===== src/soct_pkg.sv =====
// constants and carrier types for the offset and second configuration register bank
package soct_pkg;

  // ==========================================================
  // register word indexes (byte address is four times these)
  localparam logic [7:0] SOCT_IDX_LOCAL_OFFSET   = 8'h71;
  localparam logic [7:0] SOCT_IDX_REMOTE2_OFFSET = 8'h72;
  localparam logic [7:0] SOCT_IDX_CONFIG2        = 8'h73;
  localparam logic [7:0] SOCT_IDX_ALERT_MASK1    = 8'h74;
  localparam logic [7:0] SOCT_IDX_CHANNEL_SELECT = 8'h55;
  localparam logic [7:0] SOCT_IDX_DEVICE_CTRL    = 8'h40;

  // ==========================================================
  // reset values
  localparam logic [7:0] SOCT_RST_LOCAL_OFFSET   = 8'h00;
  localparam logic [7:0] SOCT_RST_REMOTE2_OFFSET = 8'h00;
  localparam logic [7:0] SOCT_RST_CONFIG2        = 8'h00;
  localparam logic [7:0] SOCT_RST_ALERT_MASK1    = 8'h00;
  localparam logic [7:0] SOCT_RST_CHANNEL_SELECT = 8'h00;
  localparam logic [1:0] SOCT_RST_DEVICE_CTRL    = 2'h0;

  // ==========================================================
  // field positions
  localparam int unsigned SOCT_CFG_DETECT_EN_BIT = 0;
  localparam int unsigned SOCT_CFG_FLAG_LO       = 1;
  localparam int unsigned SOCT_CFG_FLAG_HI       = 3;
  localparam int unsigned SOCT_CFG_AVG_OFF_BIT   = 4;
  localparam int unsigned SOCT_CFG_BYPASS_BIT    = 5;
  localparam int unsigned SOCT_CFG_SINGLE_BIT    = 6;
  localparam int unsigned SOCT_CFG_PDOWN_BIT     = 7;
  localparam logic [7:0]  SOCT_CFG_RW_MASK       = 8'hf1;
  localparam int unsigned SOCT_SEL_LO            = 5;
  localparam int unsigned SOCT_SEL_HI            = 7;
  localparam int unsigned SOCT_CTRL_LOCK_BIT     = 0;
  localparam int unsigned SOCT_CTRL_FLIP_BIT     = 1;

  // ==========================================================
  // single input selection codes
  localparam logic [2:0] SOCT_SEL_CORE_V  = 3'h1;
  localparam logic [2:0] SOCT_SEL_SUPPLY  = 3'h2;
  localparam logic [2:0] SOCT_SEL_REMOTE1 = 3'h5;
  localparam logic [2:0] SOCT_SEL_LOCAL   = 3'h6;
  localparam logic [2:0] SOCT_SEL_REMOTE2 = 3'h7;

  // ==========================================================
  // sizes; readings carry 0.25 degree per lsb, offsets 0.5, hence one shift
  localparam int unsigned SOCT_NUM_FANS     = 3;
  localparam int unsigned SOCT_TEMP_W       = 10;
  localparam int unsigned SOCT_OFFSET_SHIFT = 1;

  // ==========================================================
  // carrier types
  typedef struct packed {
    logic                          valid;
    logic signed [SOCT_TEMP_W-1:0] value;
  } soct_temp_t;

  typedef struct packed {
    logic       averaging_off;
    logic       core_voltage_divider_bypass;
    logic       single_input_conversion;
    logic       power_down_request;
    logic [4:0] input_onehot;
  } soct_meas_ctrl_t;

  typedef logic [SOCT_NUM_FANS-1:0][7:0] soct_duty_t;

  typedef enum logic {
    SOCT_BUS_IDLE,
    SOCT_BUS_ACK
  } soct_bus_state_t;

endpackage


===== src/soct_regs.sv =====
// offset and second configuration register bank with wishbone slave
//
// Local design decision: the Wishbone register port.
`timescale 1ns/100ps
`default_nettype none
module soct_regs
  import soct_pkg::*;
#(
  parameter int unsigned ADR_W = 10
)
(
  // clock, reset, enable
  input  wire logic                          I_MCLK,
  input  wire logic                          I_RESETN,
  input  wire logic                          I_CE,
  // wishbone slave
  input  wire logic                          I_WB_CYC,
  input  wire logic                          I_WB_STB,
  input  wire logic                          I_WB_WE,
  input  wire logic [ADR_W-1:0]              I_WB_ADR,
  input  wire logic [3:0]                    I_WB_SEL,
  input  wire logic [31:0]                   I_WB_DAT,
  output logic [31:0]                        O_WB_DAT,
  output logic                               O_WB_ACK,
  // temperature readings
  input  wire soct_temp_t                    I_LOCAL_RAW,
  input  wire soct_temp_t                    I_REMOTE2_RAW,
  input  wire logic signed [SOCT_TEMP_W-1:0] I_LOCAL_LIMIT,
  input  wire logic signed [SOCT_TEMP_W-1:0] I_REMOTE2_LIMIT,
  output var  soct_temp_t                    O_LOCAL_TEMP,
  output var  soct_temp_t                    O_REMOTE2_TEMP,
  output logic                               O_LOCAL_OVER,
  output logic                               O_REMOTE2_OVER,
  // fans
  input  wire logic [SOCT_NUM_FANS-1:0]      I_FOUR_WIRE_SENSE,
  input  wire logic [SOCT_NUM_FANS-1:0]      I_FAN_DRIVE,
  input  wire soct_duty_t                    I_CUR_DUTY,
  output logic [SOCT_NUM_FANS-1:0]           O_FAN_PWM,
  output var  soct_duty_t                    O_CUR_DUTY,
  // measurement control
  output var  soct_meas_ctrl_t               O_MEAS_CTRL
);

  // ==========================================================
  // helpers
  function automatic logic idx_hit(input logic [ADR_W-1:0] adr, input logic [7:0] idx);
    idx_hit = (adr[ADR_W-1:2] == idx);
  endfunction

  function automatic logic [4:0] sel_decode(input logic [2:0] code);
    case (code)
      SOCT_SEL_CORE_V:  sel_decode = 5'h01;
      SOCT_SEL_SUPPLY:  sel_decode = 5'h02;
      SOCT_SEL_REMOTE1: sel_decode = 5'h04;
      SOCT_SEL_LOCAL:   sel_decode = 5'h08;
      SOCT_SEL_REMOTE2: sel_decode = 5'h10;
      default:          sel_decode = 5'h00;
    endcase
  endfunction

  // ==========================================================
  // state
  soct_bus_state_t            state_reg;
  soct_bus_state_t            state_next;
  logic                       ack_reg;
  logic                       ack_next;
  logic [31:0]                rdat_reg;
  logic [31:0]                rdat_next;
  logic                       wr_en;
  logic                       wr_open;
  logic [7:0]                 local_off_reg;
  logic [7:0]                 local_off_next;
  logic [7:0]                 remote2_off_reg;
  logic [7:0]                 remote2_off_next;
  logic [7:0]                 cfg_reg;
  logic [7:0]                 cfg_next;
  logic [SOCT_NUM_FANS-1:0]   flags_reg;
  logic [SOCT_NUM_FANS-1:0]   flags_next;
  logic [7:0]                 mask_reg;
  logic [7:0]                 mask_next;
  logic [7:0]                 chsel_reg;
  logic [7:0]                 chsel_next;
  logic [1:0]                 ctrl_reg;
  logic [1:0]                 ctrl_next;
  logic [7:0]                 rd_byte;
  logic [SOCT_NUM_FANS-1:0]   pwm_reg;
  logic [SOCT_NUM_FANS-1:0]   pwm_next;
  soct_duty_t                 duty_reg;
  soct_duty_t                 duty_next;
  soct_meas_ctrl_t            meas_reg;
  soct_meas_ctrl_t            meas_next;
  logic                       locked;
  logic                       pdown;

  assign locked = ctrl_reg[SOCT_CTRL_LOCK_BIT];
  assign pdown  = cfg_reg[SOCT_CFG_PDOWN_BIT];

  // ==========================================================
  // bus slave: ack one cycle after the request, dropped the cycle after
  always_comb
  begin
    state_next = state_reg;
    ack_next   = 1'b0;
    rdat_next  = rdat_reg;
    wr_en      = 1'b0;
    case (state_reg)
      SOCT_BUS_IDLE:
        if (I_WB_CYC && I_WB_STB)
        begin
          state_next = SOCT_BUS_ACK;
          ack_next   = 1'b1;
          rdat_next  = {24'h000000, rd_byte};
          wr_en      = I_WB_WE && I_WB_SEL[0];
        end
      SOCT_BUS_ACK:
        state_next = SOCT_BUS_IDLE;
      default:
        state_next = SOCT_BUS_IDLE;
    endcase
  end

  always_ff @(posedge I_MCLK or negedge I_RESETN)
  begin
    if (!I_RESETN)
    begin
      state_reg <= SOCT_BUS_IDLE;
      ack_reg   <= 1'b0;
      rdat_reg  <= 32'h00000000;
    end
    else if (I_CE)
    begin
      state_reg <= state_next;
      ack_reg   <= ack_next;
      rdat_reg  <= rdat_next;
    end
  end

  // ==========================================================
  // read mux; unmapped words read zero
  always_comb
  begin
    rd_byte = 8'h00;
    if (idx_hit(I_WB_ADR, SOCT_IDX_LOCAL_OFFSET))
      rd_byte = local_off_reg;
    else if (idx_hit(I_WB_ADR, SOCT_IDX_REMOTE2_OFFSET))
      rd_byte = remote2_off_reg;
    else if (idx_hit(I_WB_ADR, SOCT_IDX_CONFIG2))
      rd_byte = cfg_reg | {4'h0, flags_reg, 1'b0};
    else if (idx_hit(I_WB_ADR, SOCT_IDX_ALERT_MASK1))
      rd_byte = mask_reg;
    else if (idx_hit(I_WB_ADR, SOCT_IDX_CHANNEL_SELECT))
      rd_byte = chsel_reg;
    else if (idx_hit(I_WB_ADR, SOCT_IDX_DEVICE_CTRL))
      rd_byte = {6'h00, ctrl_reg};
  end

  // ==========================================================
  // register file
  always_comb
  begin
    wr_open          = wr_en && !locked;
    local_off_next   = local_off_reg;
    remote2_off_next = remote2_off_reg;
    cfg_next         = cfg_reg;
    mask_next        = mask_reg;
    chsel_next       = chsel_reg;
    ctrl_next        = ctrl_reg;
    if (wr_open && idx_hit(I_WB_ADR, SOCT_IDX_LOCAL_OFFSET))
      local_off_next = I_WB_DAT[7:0];
    if (wr_open && idx_hit(I_WB_ADR, SOCT_IDX_REMOTE2_OFFSET))
      remote2_off_next = I_WB_DAT[7:0];
    // flag bits are not stored here, so software cannot write them
    if (wr_open && idx_hit(I_WB_ADR, SOCT_IDX_CONFIG2))
      cfg_next = I_WB_DAT[7:0] & SOCT_CFG_RW_MASK;
    if (wr_en && idx_hit(I_WB_ADR, SOCT_IDX_ALERT_MASK1))
      mask_next = I_WB_DAT[7:0];
    if (wr_en && idx_hit(I_WB_ADR, SOCT_IDX_CHANNEL_SELECT))
      chsel_next = I_WB_DAT[7:0];
    if (wr_en && idx_hit(I_WB_ADR, SOCT_IDX_DEVICE_CTRL))
    begin
      // lock is sticky: only reset releases it
      ctrl_next[SOCT_CTRL_LOCK_BIT] = locked | I_WB_DAT[SOCT_CTRL_LOCK_BIT];
      ctrl_next[SOCT_CTRL_FLIP_BIT] = I_WB_DAT[SOCT_CTRL_FLIP_BIT];
    end
    flags_next = cfg_reg[SOCT_CFG_DETECT_EN_BIT] ? I_FOUR_WIRE_SENSE
                                                 : '0;
  end

  always_ff @(posedge I_MCLK or negedge I_RESETN)
  begin
    if (!I_RESETN)
    begin
      local_off_reg   <= SOCT_RST_LOCAL_OFFSET;
      remote2_off_reg <= SOCT_RST_REMOTE2_OFFSET;
      cfg_reg         <= SOCT_RST_CONFIG2;
      flags_reg       <= '0;
      mask_reg        <= SOCT_RST_ALERT_MASK1;
      chsel_reg       <= SOCT_RST_CHANNEL_SELECT;
      ctrl_reg        <= SOCT_RST_DEVICE_CTRL;
    end
    else if (I_CE)
    begin
      local_off_reg   <= local_off_next;
      remote2_off_reg <= remote2_off_next;
      cfg_reg         <= cfg_next;
      flags_reg       <= flags_next;
      mask_reg        <= mask_next;
      chsel_reg       <= chsel_next;
      ctrl_reg        <= ctrl_next;
    end
  end

  // ==========================================================
  // fan outputs and measurement control
  always_comb
  begin
    // fan drive arrives already polarity-adjusted; only shutdown overrides it
    pwm_next  = pdown ? {SOCT_NUM_FANS{ctrl_reg[SOCT_CTRL_FLIP_BIT]}} : I_FAN_DRIVE;
    duty_next = pdown ? '0 : I_CUR_DUTY;
    meas_next.averaging_off               = cfg_reg[SOCT_CFG_AVG_OFF_BIT];
    meas_next.core_voltage_divider_bypass = cfg_reg[SOCT_CFG_BYPASS_BIT];
    meas_next.single_input_conversion     = cfg_reg[SOCT_CFG_SINGLE_BIT];
    meas_next.power_down_request          = pdown;
    // reserved codes give no selection at all
    meas_next.input_onehot = cfg_reg[SOCT_CFG_SINGLE_BIT]
                           ? sel_decode(chsel_reg[SOCT_SEL_HI:SOCT_SEL_LO])
                           : 5'h00;
  end

  always_ff @(posedge I_MCLK or negedge I_RESETN)
  begin
    if (!I_RESETN)
    begin
      pwm_reg  <= '0;
      duty_reg <= '0;
      meas_reg <= '0;
    end
    else if (I_CE)
    begin
      pwm_reg  <= pwm_next;
      duty_reg <= duty_next;
      meas_reg <= meas_next;
    end
  end

  // ==========================================================
  // temperature channels: 0 local, 1 second remote
  soct_temp_t                    raw_arr   [2];
  soct_temp_t                    temp_arr  [2];
  logic [7:0]                    off_arr   [2];
  logic signed [SOCT_TEMP_W-1:0] limit_arr [2];
  logic [1:0]                    over_arr;

  assign raw_arr[0]   = I_LOCAL_RAW;
  assign raw_arr[1]   = I_REMOTE2_RAW;
  assign off_arr[0]   = local_off_reg;
  assign off_arr[1]   = remote2_off_reg;
  assign limit_arr[0] = I_LOCAL_LIMIT;
  assign limit_arr[1] = I_REMOTE2_LIMIT;

  genvar ch;
  generate
    for (ch = 0; ch < 2; ch++)
    begin : g_chan
      soct_temp_correct u_corr (
        .i_clk    (I_MCLK),
        .i_resetn (I_RESETN),
        .i_ce     (I_CE),
        .i_raw    (raw_arr[ch]),
        .i_offset (off_arr[ch]),
        .i_limit  (limit_arr[ch]),
        .o_temp   (temp_arr[ch]),
        .o_over   (over_arr[ch])
      );
    end
  endgenerate

  // ==========================================================
  // outputs
  assign O_WB_ACK       = ack_reg;
  assign O_WB_DAT       = rdat_reg;
  assign O_LOCAL_TEMP   = temp_arr[0];
  assign O_REMOTE2_TEMP = temp_arr[1];
  assign O_LOCAL_OVER   = over_arr[0];
  assign O_REMOTE2_OVER = over_arr[1];
  assign O_FAN_PWM      = pwm_reg;
  assign O_CUR_DUTY     = duty_reg;
  assign O_MEAS_CTRL    = meas_reg;

  // ==========================================================
  // checks
  property p_lock_blocks;
    @(posedge I_MCLK) disable iff (!I_RESETN)
    I_CE && locked && wr_en && idx_hit(I_WB_ADR, SOCT_IDX_CONFIG2)
    |=> $stable(cfg_reg) ##1 $stable(cfg_reg);
  endproperty
  a_lock_blocks: assert property (p_lock_blocks)
    else $error("config changed by a write while locked");

  property p_detect_flags;
    @(posedge I_MCLK) disable iff (!I_RESETN)
    I_CE && cfg_reg[SOCT_CFG_DETECT_EN_BIT]
    |=> flags_reg == $past(I_FOUR_WIRE_SENSE);
  endproperty
  a_detect_flags: assert property (p_detect_flags)
    else $error("fan flags do not follow sense inputs");

  property p_flags_idle;
    @(posedge I_MCLK) disable iff (!I_RESETN)
    I_CE && !cfg_reg[SOCT_CFG_DETECT_EN_BIT] |=> flags_reg == '0;
  endproperty
  a_flags_idle: assert property (p_flags_idle)
    else $error("fan flags set while detection disabled");

  property p_avg_follow;
    @(posedge I_MCLK) disable iff (!I_RESETN)
    I_CE && $changed(cfg_reg[SOCT_CFG_AVG_OFF_BIT])
    |=> O_MEAS_CTRL.averaging_off == $past(cfg_reg[SOCT_CFG_AVG_OFF_BIT]);
  endproperty
  a_avg_follow: assert property (p_avg_follow)
    else $error("averaging control lags config");

  property p_bypass_follow;
    @(posedge I_MCLK) disable iff (!I_RESETN)
    I_CE |=> O_MEAS_CTRL.core_voltage_divider_bypass == $past(cfg_reg[SOCT_CFG_BYPASS_BIT]);
  endproperty
  a_bypass_follow: assert property (p_bypass_follow)
    else $error("divider bypass does not follow config");

  property p_sel_remote1;
    @(posedge I_MCLK) disable iff (!I_RESETN)
    I_CE && cfg_reg[SOCT_CFG_SINGLE_BIT] && chsel_reg[SOCT_SEL_HI:SOCT_SEL_LO] == 3'h5
    |=> O_MEAS_CTRL.single_input_conversion && O_MEAS_CTRL.input_onehot == 5'h04;
  endproperty
  a_sel_remote1: assert property (p_sel_remote1)
    else $error("single input selection wrong");

  property p_fans_off;
    @(posedge I_MCLK) disable iff (!I_RESETN)
    I_CE && pdown
    |=> O_FAN_PWM == {SOCT_NUM_FANS{$past(ctrl_reg[SOCT_CTRL_FLIP_BIT])}} && O_CUR_DUTY == '0;
  endproperty
  a_fans_off: assert property (p_fans_off)
    else $error("fans not off in shutdown");

  property p_ack_pulse;
    @(posedge I_MCLK) disable iff (!I_RESETN)
    I_CE && O_WB_ACK |=> !O_WB_ACK;
  endproperty
  a_ack_pulse: assert property (p_ack_pulse)
    else $error("ack held longer than one cycle");

endmodule
`default_nettype wire


===== src/soct_temp_correct.sv =====
// offset correction and limit compare for one temperature channel
`timescale 1ns/100ps
`default_nettype none
module soct_temp_correct
  import soct_pkg::*;
(
  // clock, reset and enable
  input  wire logic                          i_clk,
  input  wire logic                          i_resetn,
  input  wire logic                          i_ce,
  // reading in
  input  wire soct_temp_t                    i_raw,
  input  wire logic [7:0]                    i_offset,
  input  wire logic signed [SOCT_TEMP_W-1:0] i_limit,
  // corrected reading out
  output var  soct_temp_t                    o_temp,
  output logic                               o_over
);

  // ==========================================================
  // saturating add
  localparam logic signed [SOCT_TEMP_W:0] MAX_V = 11'sh1ff;
  localparam logic signed [SOCT_TEMP_W:0] MIN_V = -11'sh200;

  logic signed [SOCT_TEMP_W:0]   sum;
  logic signed [SOCT_TEMP_W-1:0] sat;
  soct_temp_t                    temp_reg;
  soct_temp_t                    temp_next;
  logic                          over_reg;
  logic                          over_next;

  always_comb
  begin
    sum = {i_raw.value[SOCT_TEMP_W-1], i_raw.value}
        + (SOCT_TEMP_W+1)'($signed(i_offset) <<< SOCT_OFFSET_SHIFT);
    if (sum > MAX_V)
      sat = MAX_V[SOCT_TEMP_W-1:0];
    else if (sum < MIN_V)
      sat = MIN_V[SOCT_TEMP_W-1:0];
    else
      sat = sum[SOCT_TEMP_W-1:0];
    temp_next.valid = i_raw.valid;
    temp_next.value = i_raw.valid ? sat : temp_reg.value;
    // compare the corrected value, never the raw one
    over_next = i_raw.valid ? (sat > i_limit) : over_reg;
  end

  always_ff @(posedge i_clk or negedge i_resetn)
  begin
    if (!i_resetn)
    begin
      temp_reg <= '0;
      over_reg <= 1'b0;
    end
    else if (i_ce)
    begin
      temp_reg <= temp_next;
      over_reg <= over_next;
    end
  end

  assign o_temp = temp_reg;
  assign o_over = over_reg;

  // ==========================================================
  // checks
  property p_offset_added;
    @(posedge i_clk) disable iff (!i_resetn)
    i_ce && i_raw.valid && (i_raw.value < 10'sh0ff) && (i_raw.value > -10'sh0ff)
    |=> (o_temp.value == $past(i_raw.value) + 2 * $signed($past(i_offset)));
  endproperty
  a_offset_added: assert property (p_offset_added)
    else $error("corrected reading does not carry the offset");

  property p_over_corrected;
    @(posedge i_clk) disable iff (!i_resetn)
    i_ce && i_raw.valid |=> (o_over == (o_temp.value > $past(i_limit)));
  endproperty
  a_over_corrected: assert property (p_over_corrected)
    else $error("limit flag not based on corrected reading");

endmodule
`default_nettype wire

===== config.mk =====
export PLATFORM = sky130hd
export DESIGN_NAME = soct_regs
export DESIGN_NICKNAME = d
export VERILOG_FILES = /design/src/soct_pkg.sv /design/src/soct_regs.sv /design/src/soct_temp_correct.sv
export SDC_FILE = /design/constraint.sdc
export NUM_CORES = 1
export LEC_CHECK = 0
export BUFFER_PORTS_ARGS = -buffer_cell sky130_fd_sc_hd__buf_2
export CAP_MARGIN = 20
export CORE_MARGIN = 1
export CORE_UTILIZATION = 40
export DETAILED_ROUTE_END_ITERATION = 10
export PLACE_DENSITY_LB_ADDON = 0.15
export REMOVE_ABC_BUFFERS = 1
export SLEW_MARGIN = 20
export SYNTH_ARGS = -nofsm -noshare
export SYNTH_HDL_FRONTEND = slang
export SYNTH_SLANG_ARGS = --single-unit

===== constraint.sdc =====
create_clock -name I_MCLK -period 3.77 [get_ports I_MCLK]
set_clock_uncertainty 0.2 [all_clocks]
set_input_delay 0.5655 -clock I_MCLK [delete_from_list [all_inputs] [get_ports I_MCLK]]
set_output_delay 0.5655 -clock I_MCLK [all_outputs]
set_load 0.01 [all_outputs]

======== Word level (Yosys, flattened, before mapping) ========
Index checks and enable logic that the tools add are counted.
operators by class
  mux-type cells .......................... 20
  bitwise gates (word level) .............. 3
  reductions and logical operators ........ 19
  order comparisons ....................... 6
  eq/ne operators ......................... 11
  $add $sub $neg .......................... 2
operators with widths
  cell                                                             number
  == test 8 x 7 -> 1 bit, second input constant                    6
  two-way mux 10 bit                                               4
  two-way mux 8 bit                                                5
  one-hot mux 5 bit (5 select lines)                               1
  two-way mux 24 bit                                               1
  adder 10 x 9 -> 11 bit                                           2
  greater-than comparator 11 x 10 -> 1 bit, second input constant  2
  < comparator 11 x 10 -> 1 bit, second input constant             2
  greater-than comparator 10 bit                                   2
  AND reduction 2 bit                                              8
  == test 3 bit, second input constant                             3
  logical AND 1 bit                                                9
  bitwise OR 8 x 4 -> 8 bit                                        1
  two-way mux 3 bit                                                2
  two-way mux 5 bit                                                1
  two-way mux 1 bit                                                4
  == test 3 x 1 -> 1 bit, second input constant                    1
  == test 3 x 2 -> 1 bit, second input constant                    1
  AND reduction 3 bit                                              1
  two-way mux 2 bit                                                1
  one-hot mux 1 bit (2 select lines)                               1
  zero test 1 bit                                                  1
  NOT 1 bit                                                        1
  bitwise OR 1 bit                                                 1
word-level totals
  register bits ........................... 112
  word-level logic and storage cells ...... 86
  input bits .............................. 124

======== Longest topological paths before layout ========
Gate-level depths: netlist of the first run.
  word-level depth ........................ 7
  mapped depth ............................ 19
  mapped depth without buffers ............ 18

======== Cells and area by module ========
From an unflattened synthesis of the first run, not the netlist that was laid out.
second synthesis, totals
  cell total of the unflattened synthesis .. 658
  area total of the unflattened synthesis .. 6,742.7 sq um
by module, submodules not included
  module             cells an instance  area an instance (sq um)  instances  seq. area each (sq um)
  soct_regs          400                4,327.9                   1          2,177.1
  soct_temp_correct  129                1,207.4                   2          300.3

======== Worst setup path after synthesis of the first run ========
Ideal clock, no wire load.
  path type ............................... input to register
  start ................................... in I_LOCAL_RAW[1] (netlist name)
  end ..................................... reg g_chan[0].u_corr.over_reg
  stages .................................. 19
  path buffers ............................ 1
  slack ................................... -0.189 ns
  arrival ................................. 3.640 ns
  required time ........................... 3.451 ns
  setup time .............................. 0.119 ns
  cell sequence ........................... ha_1 > inv_1 > fa_1 > nand2b_1 > a21oi_1 > o211ai_1 > and2_1 > buf_2 > a31o_2 > nor2_1 > nor2_1 > ha_1 > nor2b_1 > o21a_1 > o21a_1 > o21a_1 > o21ai_0 > a21oi_1 > o21a_1
on the way
  word-level cells in the longest chain between the ends .. 5
RTL lines
  item                                line                     text
  start: declaration                  soct_regs.sv:26          input wire soct_temp_t I_LOCAL_RAW,
  adder 10 x 9 -> 11 bit (*)          soct_temp_correct.sv:35  + (SOCT_TEMP_W+1)'($signed(i_offset) <<< SOCT_OFFSET_SHIFT);
  < comparator 11 x 10 -> 1 bit       soct_temp_correct.sv:38  else if (sum < MIN_V)
  two-way mux 10 bit                  soct_temp_correct.sv:38
  two-way mux 10 bit (*)              soct_temp_correct.sv:36  if (sum > MAX_V)
  via g_chan[0].u_corr.sat[1]         soct_temp_correct.sv:26  logic signed [SOCT_TEMP_W-1:0] sat;
  greater-than comparator 10 bit (*)  soct_temp_correct.sv:45  over_next = i_raw.valid ? (sat > i_limit) : over_reg;
  end signal: assignment              soct_temp_correct.sv:58  over_reg <= over_next;
  end: declaration                    soct_temp_correct.sv:29  logic over_reg;
The timed path passes the listed nets; every way through them passes the cells marked *.
A chain may end at the register's enable or synchronous reset.

======== Worst setup path in the final report of the first run ========
  start ................................... reg remote2_off_reg[0]
  end ..................................... reg g_chan[1].u_corr.over_reg
on the way
  word-level cells in the longest chain between the ends .. 5
RTL lines
  item                                line                     text
  start: declaration                  soct_regs.sv:73          logic [7:0] remote2_off_reg;
  start signal: assignment            soct_regs.sv:204         remote2_off_reg <= remote2_off_next;
  adder 10 x 9 -> 11 bit (*)          soct_temp_correct.sv:35
  < comparator 11 x 10 -> 1 bit       soct_temp_correct.sv:38
  two-way mux 10 bit                  soct_temp_correct.sv:38
  two-way mux 10 bit (*)              soct_temp_correct.sv:36
  via g_chan[1].u_corr.sat[1]         soct_temp_correct.sv:26
  greater-than comparator 10 bit (*)  soct_temp_correct.sv:45
  end signal: assignment              soct_temp_correct.sv:58
  end: declaration                    soct_temp_correct.sv:29
Marked as above.

==> impl_metrics.json, run 1 <==
{
  "core_area_um2": 15400,
  "period_needed_ns": 3.72,
  "fin_hold_ws_ns": 0.138,
  "grt_pass1_vias": 4981,
  "placementRows": 45,
  "n_antenna_cell": 0,
  "io_pins": 217,
  "p_leak_nw": 4.18,
  "yosysUniqueCellTypes": 61,
  "maxCapViolCount": 0,
  "grt_setup_unrepaired": "true",
  "period_share": 0.987,
  "cts_hold_buf": 0,
  "synth_area_um2": 6400,
  "hold_viol": 0,
  "dieWidth_um": 128,
  "powerDensity_nw_per_um2": 345,
  "path_max_fanout": 5,
  "setup_viol": 0,
  "yosysTopAreaCell": "dfrtp_1",
  "yosysSeqAreaShare": 0.434,
  "layout-drive-gt1-share": 0.388,
  "antenna_found_initial": 0,
  "dp_slack_ns": -0.366,
  "largest_reg_flops": 24,
  "gr-total-overflow": 0,
  "synthCells": 629,
  "routed_wl_um": 15700,
  "ys.warnings.count": 0,
  "cp.required_ns": 3.81,
  "worst_pin_slew_ns": 0.955,
  "drc": 0,
  "synth_edf_count": 0,
  "clk_pin_slew_ns": 0.07,
  "post-place-cells": 1031,
  "crit_type": "flip-flop to flip-flop",
  "fin_nets": 997,
  "clock.fmax_mhz": 269,
  "rrSetupSlack_ns": 0.05,
  "layout_commonest_cell": "buf_2",
  "cp-start-kind": "flip-flop",
  "cts_buffers": 9,
  "vias_per_cell": 4.94,
  "cp_data_arrival_time_ns": 3.76,
  "area_growth_syn_to_layout_pct": 27.2,
  "cts_tree": "built",
  "async_reset_ff_frac": 1.00,
  "globalplace.congestion": 0.840,
  "post_synth.cell_area_avg_um2": 10.2,
  "cts-root-buf": "clkbuf_16",
  "final_cell_mix": "buf_2 (162), dfrtp_1 (111), inv_1 (64), mux2_2 (58), o21ai_0 (55)",
  "vias": 5186,
  "synth_area_leaders": "dfrtp_1 (43%), mux2_2 (10%), ha_1 (7.4%)",
  "ff2ff_path_depth": 16,
  "drt_iter0_markers": 201,
  "post-route-util": 0.528,
  "ys_seq_elements": 111,
  "grt_pass1_wl_um": 24800,
  "clock_path_buffers": 2,
  "relSlewSlack": 0.363,
  "worst_slack_ns": 0.0474,
  "instances_no_fill": 1049,
  "cp-end-kind": "flip-flop",
  "die_y_um": 128,
  "grt_use_total": 0.193,
  "start_util": 0.415,
  "synth_top_area_frac": 0.434,
  "hold_class": "input pin to asynchronous set/reset pin",
  "slew_viol_final": 0,
  "grt_max_degree": 74,
  "die-area_um2": 16500,
  "outcome": "finished, final reports clean",
  "synth_flop_cell": "dfrtp_1",
  "ir_drop_v": 0.000282,
  "dp_hpwl_um": 12000,
  "drtPass1Iterations": 5,
  "drtAntennaViolNets": 0,
  "port_buffers": 163,
  "clk_latency_ns": 0.35,
  "wl_per_cell_um": 15.0,
  "cts_max_level": 3,
  "cts_sinks": 111
}
-- metal layers --
metal	up-vias	global-route usage	wire length, um
li1	2574	-	-
met1	2466	0.260	7220
met2	136	0.320	7610
met3	10	0.0270	744
met4	0	0.0581	147
met5	-	0	0
-- final cells by class --
cell class,count,area (um2)
flip-flops and latches,111,2780
inverters,64,240
fillers,1471,7290
clock inverters,6,103
well taps,211,264
repair buffers,216,1220
clock buffers,10,239
multi-input cells,431,3290
-- cell usage after synthesis, types with 6 or more instances --
library cell,n
dfrtp_1,111
inv_1,64
mux2_2,58
o21ai_0,57
nand2_1,42
ha_1,38
a21oi_1,27
nand3b_1,26
buf_4,24
nor2_1,21
clkbuf_1,14
a22oi_1,10
nand3_1,8
nor2b_1,8
nor3_1,8
a21o_1,7
a221oi_1,7
xnor2_1,7
nand2b_1,6
nand4_1,6
o21a_1,6
o21ai_2,6
-- critical path: stages (launching register included) --
cell and delay, ns:
dfrtp_1 0.40, ha_2 0.19, fa_2 0.34, a211o_1 0.32, a21o_1 0.22, a41oi_4 0.35
nor3_4 0.07, a31oi_4 0.19, buf_4 0.15, o21ai_2 0.07, ha_4 0.30, buf_4 0.09
nand4_1 0.08, nor4_2 0.15, nor3_1 0.09, a22o_1 0.20, a31o_2 0.21
-- worst paths after layout --
| check | startpoint | end |
|---|---|---|
| worst max-delay path | remote2_off_reg[0] | g_chan[1].u_corr.o_over |
| worst min-delay path | I_RESETN | g_chan[1].u_corr.o_over |
| worst max register to register | remote2_off_reg[0] | g_chan[1].u_corr.o_over |
| worst min register to register | O_WB_DAT[1] | O_WB_DAT[1] |
| max in group asynchronous | I_RESETN | O_CUR_DUTY[18] |
| min in group I_MCLK | I_CUR_DUTY[10] | O_CUR_DUTY[10] |
-- power by group --
group / switching, mW / total [mW] / leakage [nW] / internal (mW)
Sequential: 0.0327 / 1.29 / 1.44 / 1.26
Combinational: 0.240 / 0.441 / 2.57 / 0.201
Clock: 0.470 / 1.08 / 0.166 / 0.612
Total: 0.742 / 2.81 / 4.18 / 2.07
-- stage by stage --
| step | instance area (um2) | power (mW) | TNS, ns |
|---|---|---|---|
| final | 8140 | 2.81 | 0 |
| after global routing | 8140 | 2.94 | -0.247 |
| after CTS | 8050 | 2.83 | 0 |
| after detailed placement | 7670 | 1.75 | -0.722 |
| after global placement | 7670 | 1.73 | -0.598 |
| after floorplan | 6200 | 1.52 | -0.320 |
-- kinds of logic after synthesis --
group           Yosys count  synth area share
mux                      63             0.110
other cells               1          0.000586
compound gates          153             0.161
fa+ha+maj                41            0.0823
xor+xnor                  9            0.0123
flops                   111             0.434
buf+inv                 110            0.0817
simple gates            141             0.118
-- timing repair --
item	CTS	global route
pin swaps	5	8
setup endpoints to repair	2	2
gates cloned	0	0
gates resized for setup	10	14
buffers inserted	0	2
No activity file was read; power rests on OpenSTA's default activity.
==> run 2, diff against run 1 <==
- CORE_UTILIZATION: 40 -> 46
- clock period: 3.77 -> 3 ns (I/O delays scaled with it)
==> run 2 against run 1 <==
The flow now finishes with violations (negative setup slack). Sequential power increased by 26%. Combinational power up 26%. Critical path depth is 1 higher. First-iteration DRC count grew 66%. Global-route usage is 3.6 points higher. Die area fell by 13%.
==> impl_metrics.json, run 2 (same netlist as run 1, synthesis figures left out) <==
{
  "outcome": "complete, but fails checks",
  "failed_checks": "negative setup slack",
  "final_cell_mix": "buf_2 (162), dfrtp_1 (111), buf_4 (79), inv_1 (64), mux2_2 (58)",
  "fin_hold_ws_ns": 0.133,
  "vias": 5390,
  "rrSetupSlack_ns": -0.64,
  "clock_path_buffers": 2,
  "cp.required_ns": 3.05,
  "path_cells": "ha_2, buf_4, a211oi_4, o21ai_1, a221o_1, or2_1, a31o_4, nor2_4, nor2_1, ha_1, nor2b_1, o21a_1, o21a_1, o21a_1, o21ai_1, a21oi_1, o21a_1",
  "setup_viol": 2,
  "period_share": 1.21,
  "max_stage_delay_ns": 0.41,
  "cts_tree": "built",
  "fin_nets": 1028,
  "dp_hpwl_um": 12400,
  "cts_sinks": 111,
  "die_y_um": 120,
  "die-area_um2": 14400,
  "slew_viol_final": 0,
  "wl_per_cell_um": 15.2,
  "grt_max_degree": 59,
  "path_max_fanout": 3,
  "hold_class": "input pin to flip-flop",
  "grt_pass1_wl_um": 25900,
  "area_growth_syn_to_layout_pct": 29.6,
  "core_area_um2": 13400,
  "globalplace.congestion": 0.852,
  "n_antenna_cell": 0,
  "wl_met1_um": 7260,
  "hp-start": "I_FOUR_WIRE_SENSE[2]",
  "cp-end-kind": "flip-flop",
  "placed_cell_area_um2": 7830,
  "start_util": 0.477,
  "io_pins": 217,
  "worst_slack_ns": -0.641,
  "instances_no_fill": 1045,
  "dp_slack_ns": -1.06,
  "cts_max_level": 3,
  "cts-root-buf": "clkbuf_16",
  "clk_pin_slew_ns": 0.07,
  "placementRows": 42,
  "cp_common_cell": "o21a_1",
  "hold_depth": 3,
  "ir_drop_v": 0.000238,
  "drtPass1Iterations": 5,
  "finish.instance_area_um2": 8290,
  "post-place-cells": 1022,
  "reg2reg_to": "g_chan[0].u_corr.o_over",
  "largest_reg_flops": 24,
  "grt_pass1_vias": 5422,
  "critical_path.slowest_cell": "dfrtp_1",
  "antenna_found_initial": 0,
  "grt_use_total": 0.228,
  "port_buffers": 163,
  "layout_commonest_cell": "buf_2",
  "crit_type": "flip-flop to flip-flop",
  "grt_setup_unrepaired": "true",
  "clk_latency_ns": 0.35,
  "topRoutingLayerUsed": "met4",
  "drtAntennaViolNets": 0,
  "layout-drive-gt1-share": 0.403,
  "maxCapViolCount": 0,
  "hold_end": "flags_reg[2]",
  "r2r-start": "local_off_reg[0]",
  "dieWidth_um": 120,
  "cts_buffers": 9,
  "vias_per_cell": 5.16,
  "drt_iter0_markers": 334,
  "drc": 0,
  "cp_data_arrival_time_ns": 3.69,
  "powerDensity_nw_per_um2": 409,
  "hold_viol": 0,
  "period_needed_ns": 3.64,
  "routed_wl_um": 15900,
  "gr-total-overflow": 0,
  "cp-start-kind": "flip-flop",
  "worst_pin_slew_ns": 0.835,
  "dr_wl_met3_um": 590,
  "ff2ff_path_depth": 17,
  "relSlewSlack": 0.443,
  "wl_met2_um": 7790,
  "p_leak_nw": 4.34,
  "clock.fmax_mhz": 275
}
## run 2: cell count changes in the layout (fill, tap and decap cells not counted), sizes merged
cell	change
clkbuf	+1
clkinv	-3
bufinv	-1
inv	+2
buf	+30
clkinvlp	+1
dlygate4sd3	+1
## run 2: per-layer routing
layer | up-vias | GRT usage
li1 | 2646 | -
met1 | 2589 | 0.295
met2 | 137 | 0.392
met3 | 18 | 0.0304
met4 | 0 | 0.0797
met5 | - | 0
## run 2: what timing repair did
action	4_1_cts	5_1_grt
setup buffers	3	3
cloned	0	0
setup endpoints to repair	5	4
pin swaps	12	9
hold buffers	1	0
endpoints found under the hold margin	37	0
gates resized for setup	17	9
## run 2: stage by stage
stage,setup TNS [ns],util,power [mW]
CTS,-1.25,0.613,3.42
global placement,-2.42,0.584,2.18
floorplan,-1.63,-,1.91
global route,-1.74,0.619,3.55
finish,-1.27,0.619,3.39
detailed placement,-3.73,0.584,2.20
## run 2: how the worst max path moves through the flow
stage / startpoint / to / cells past startpoint
3_3_place_gp: I_REMOTE2_RAW[1] / g_chan[1].u_corr.o_over / 16
6_report: local_off_reg[0] / g_chan[0].u_corr.o_over / 17
5_1_grt: local_off_reg[0] / g_chan[0].u_corr.o_over / 18
4_1_cts: remote2_off_reg[0] / g_chan[1].u_corr.o_over / 16
2_1_floorplan: I_REMOTE2_RAW[1] / g_chan[1].u_corr.o_over / 15
3_5_place_dp: I_REMOTE2_RAW[1] / g_chan[1].u_corr.o_over / 16
## run 2: where the power goes
group / internal (mW) / switching [mW] / leakage, nW
sequential: 1.58 / 0.0419 / 1.44
clock: 0.658 / 0.556 / 0.141
combinational: 0.253 / 0.304 / 2.75
## run 2: worst max-delay path, delay by kind of cell, from the launching register on
kind	cells	cell delay, ns
AO/OA/AOI/OAI	10	1.77
AND/OR/NAND/NOR	4	0.53
adder cells (fa/ha/maj)	2	0.49
flip-flops	1	0.41
buffers and inverters	1	0.14
## run 2: layout make-up
| class | instances | area [um2] |
|---|---|---|
| Timing Repair Buffer | 247 | 1480 |
| Tap cell | 176 | 220 |
| Clock inverter | 5 | 63.8 |
| Clock buffer | 11 | 233 |
| Inverter | 64 | 240 |
| Sequential cell | 111 | 2780 |
| Multi-Input combinational cell | 431 | 3280 |
| Fill cell | 1188 | 5110 |
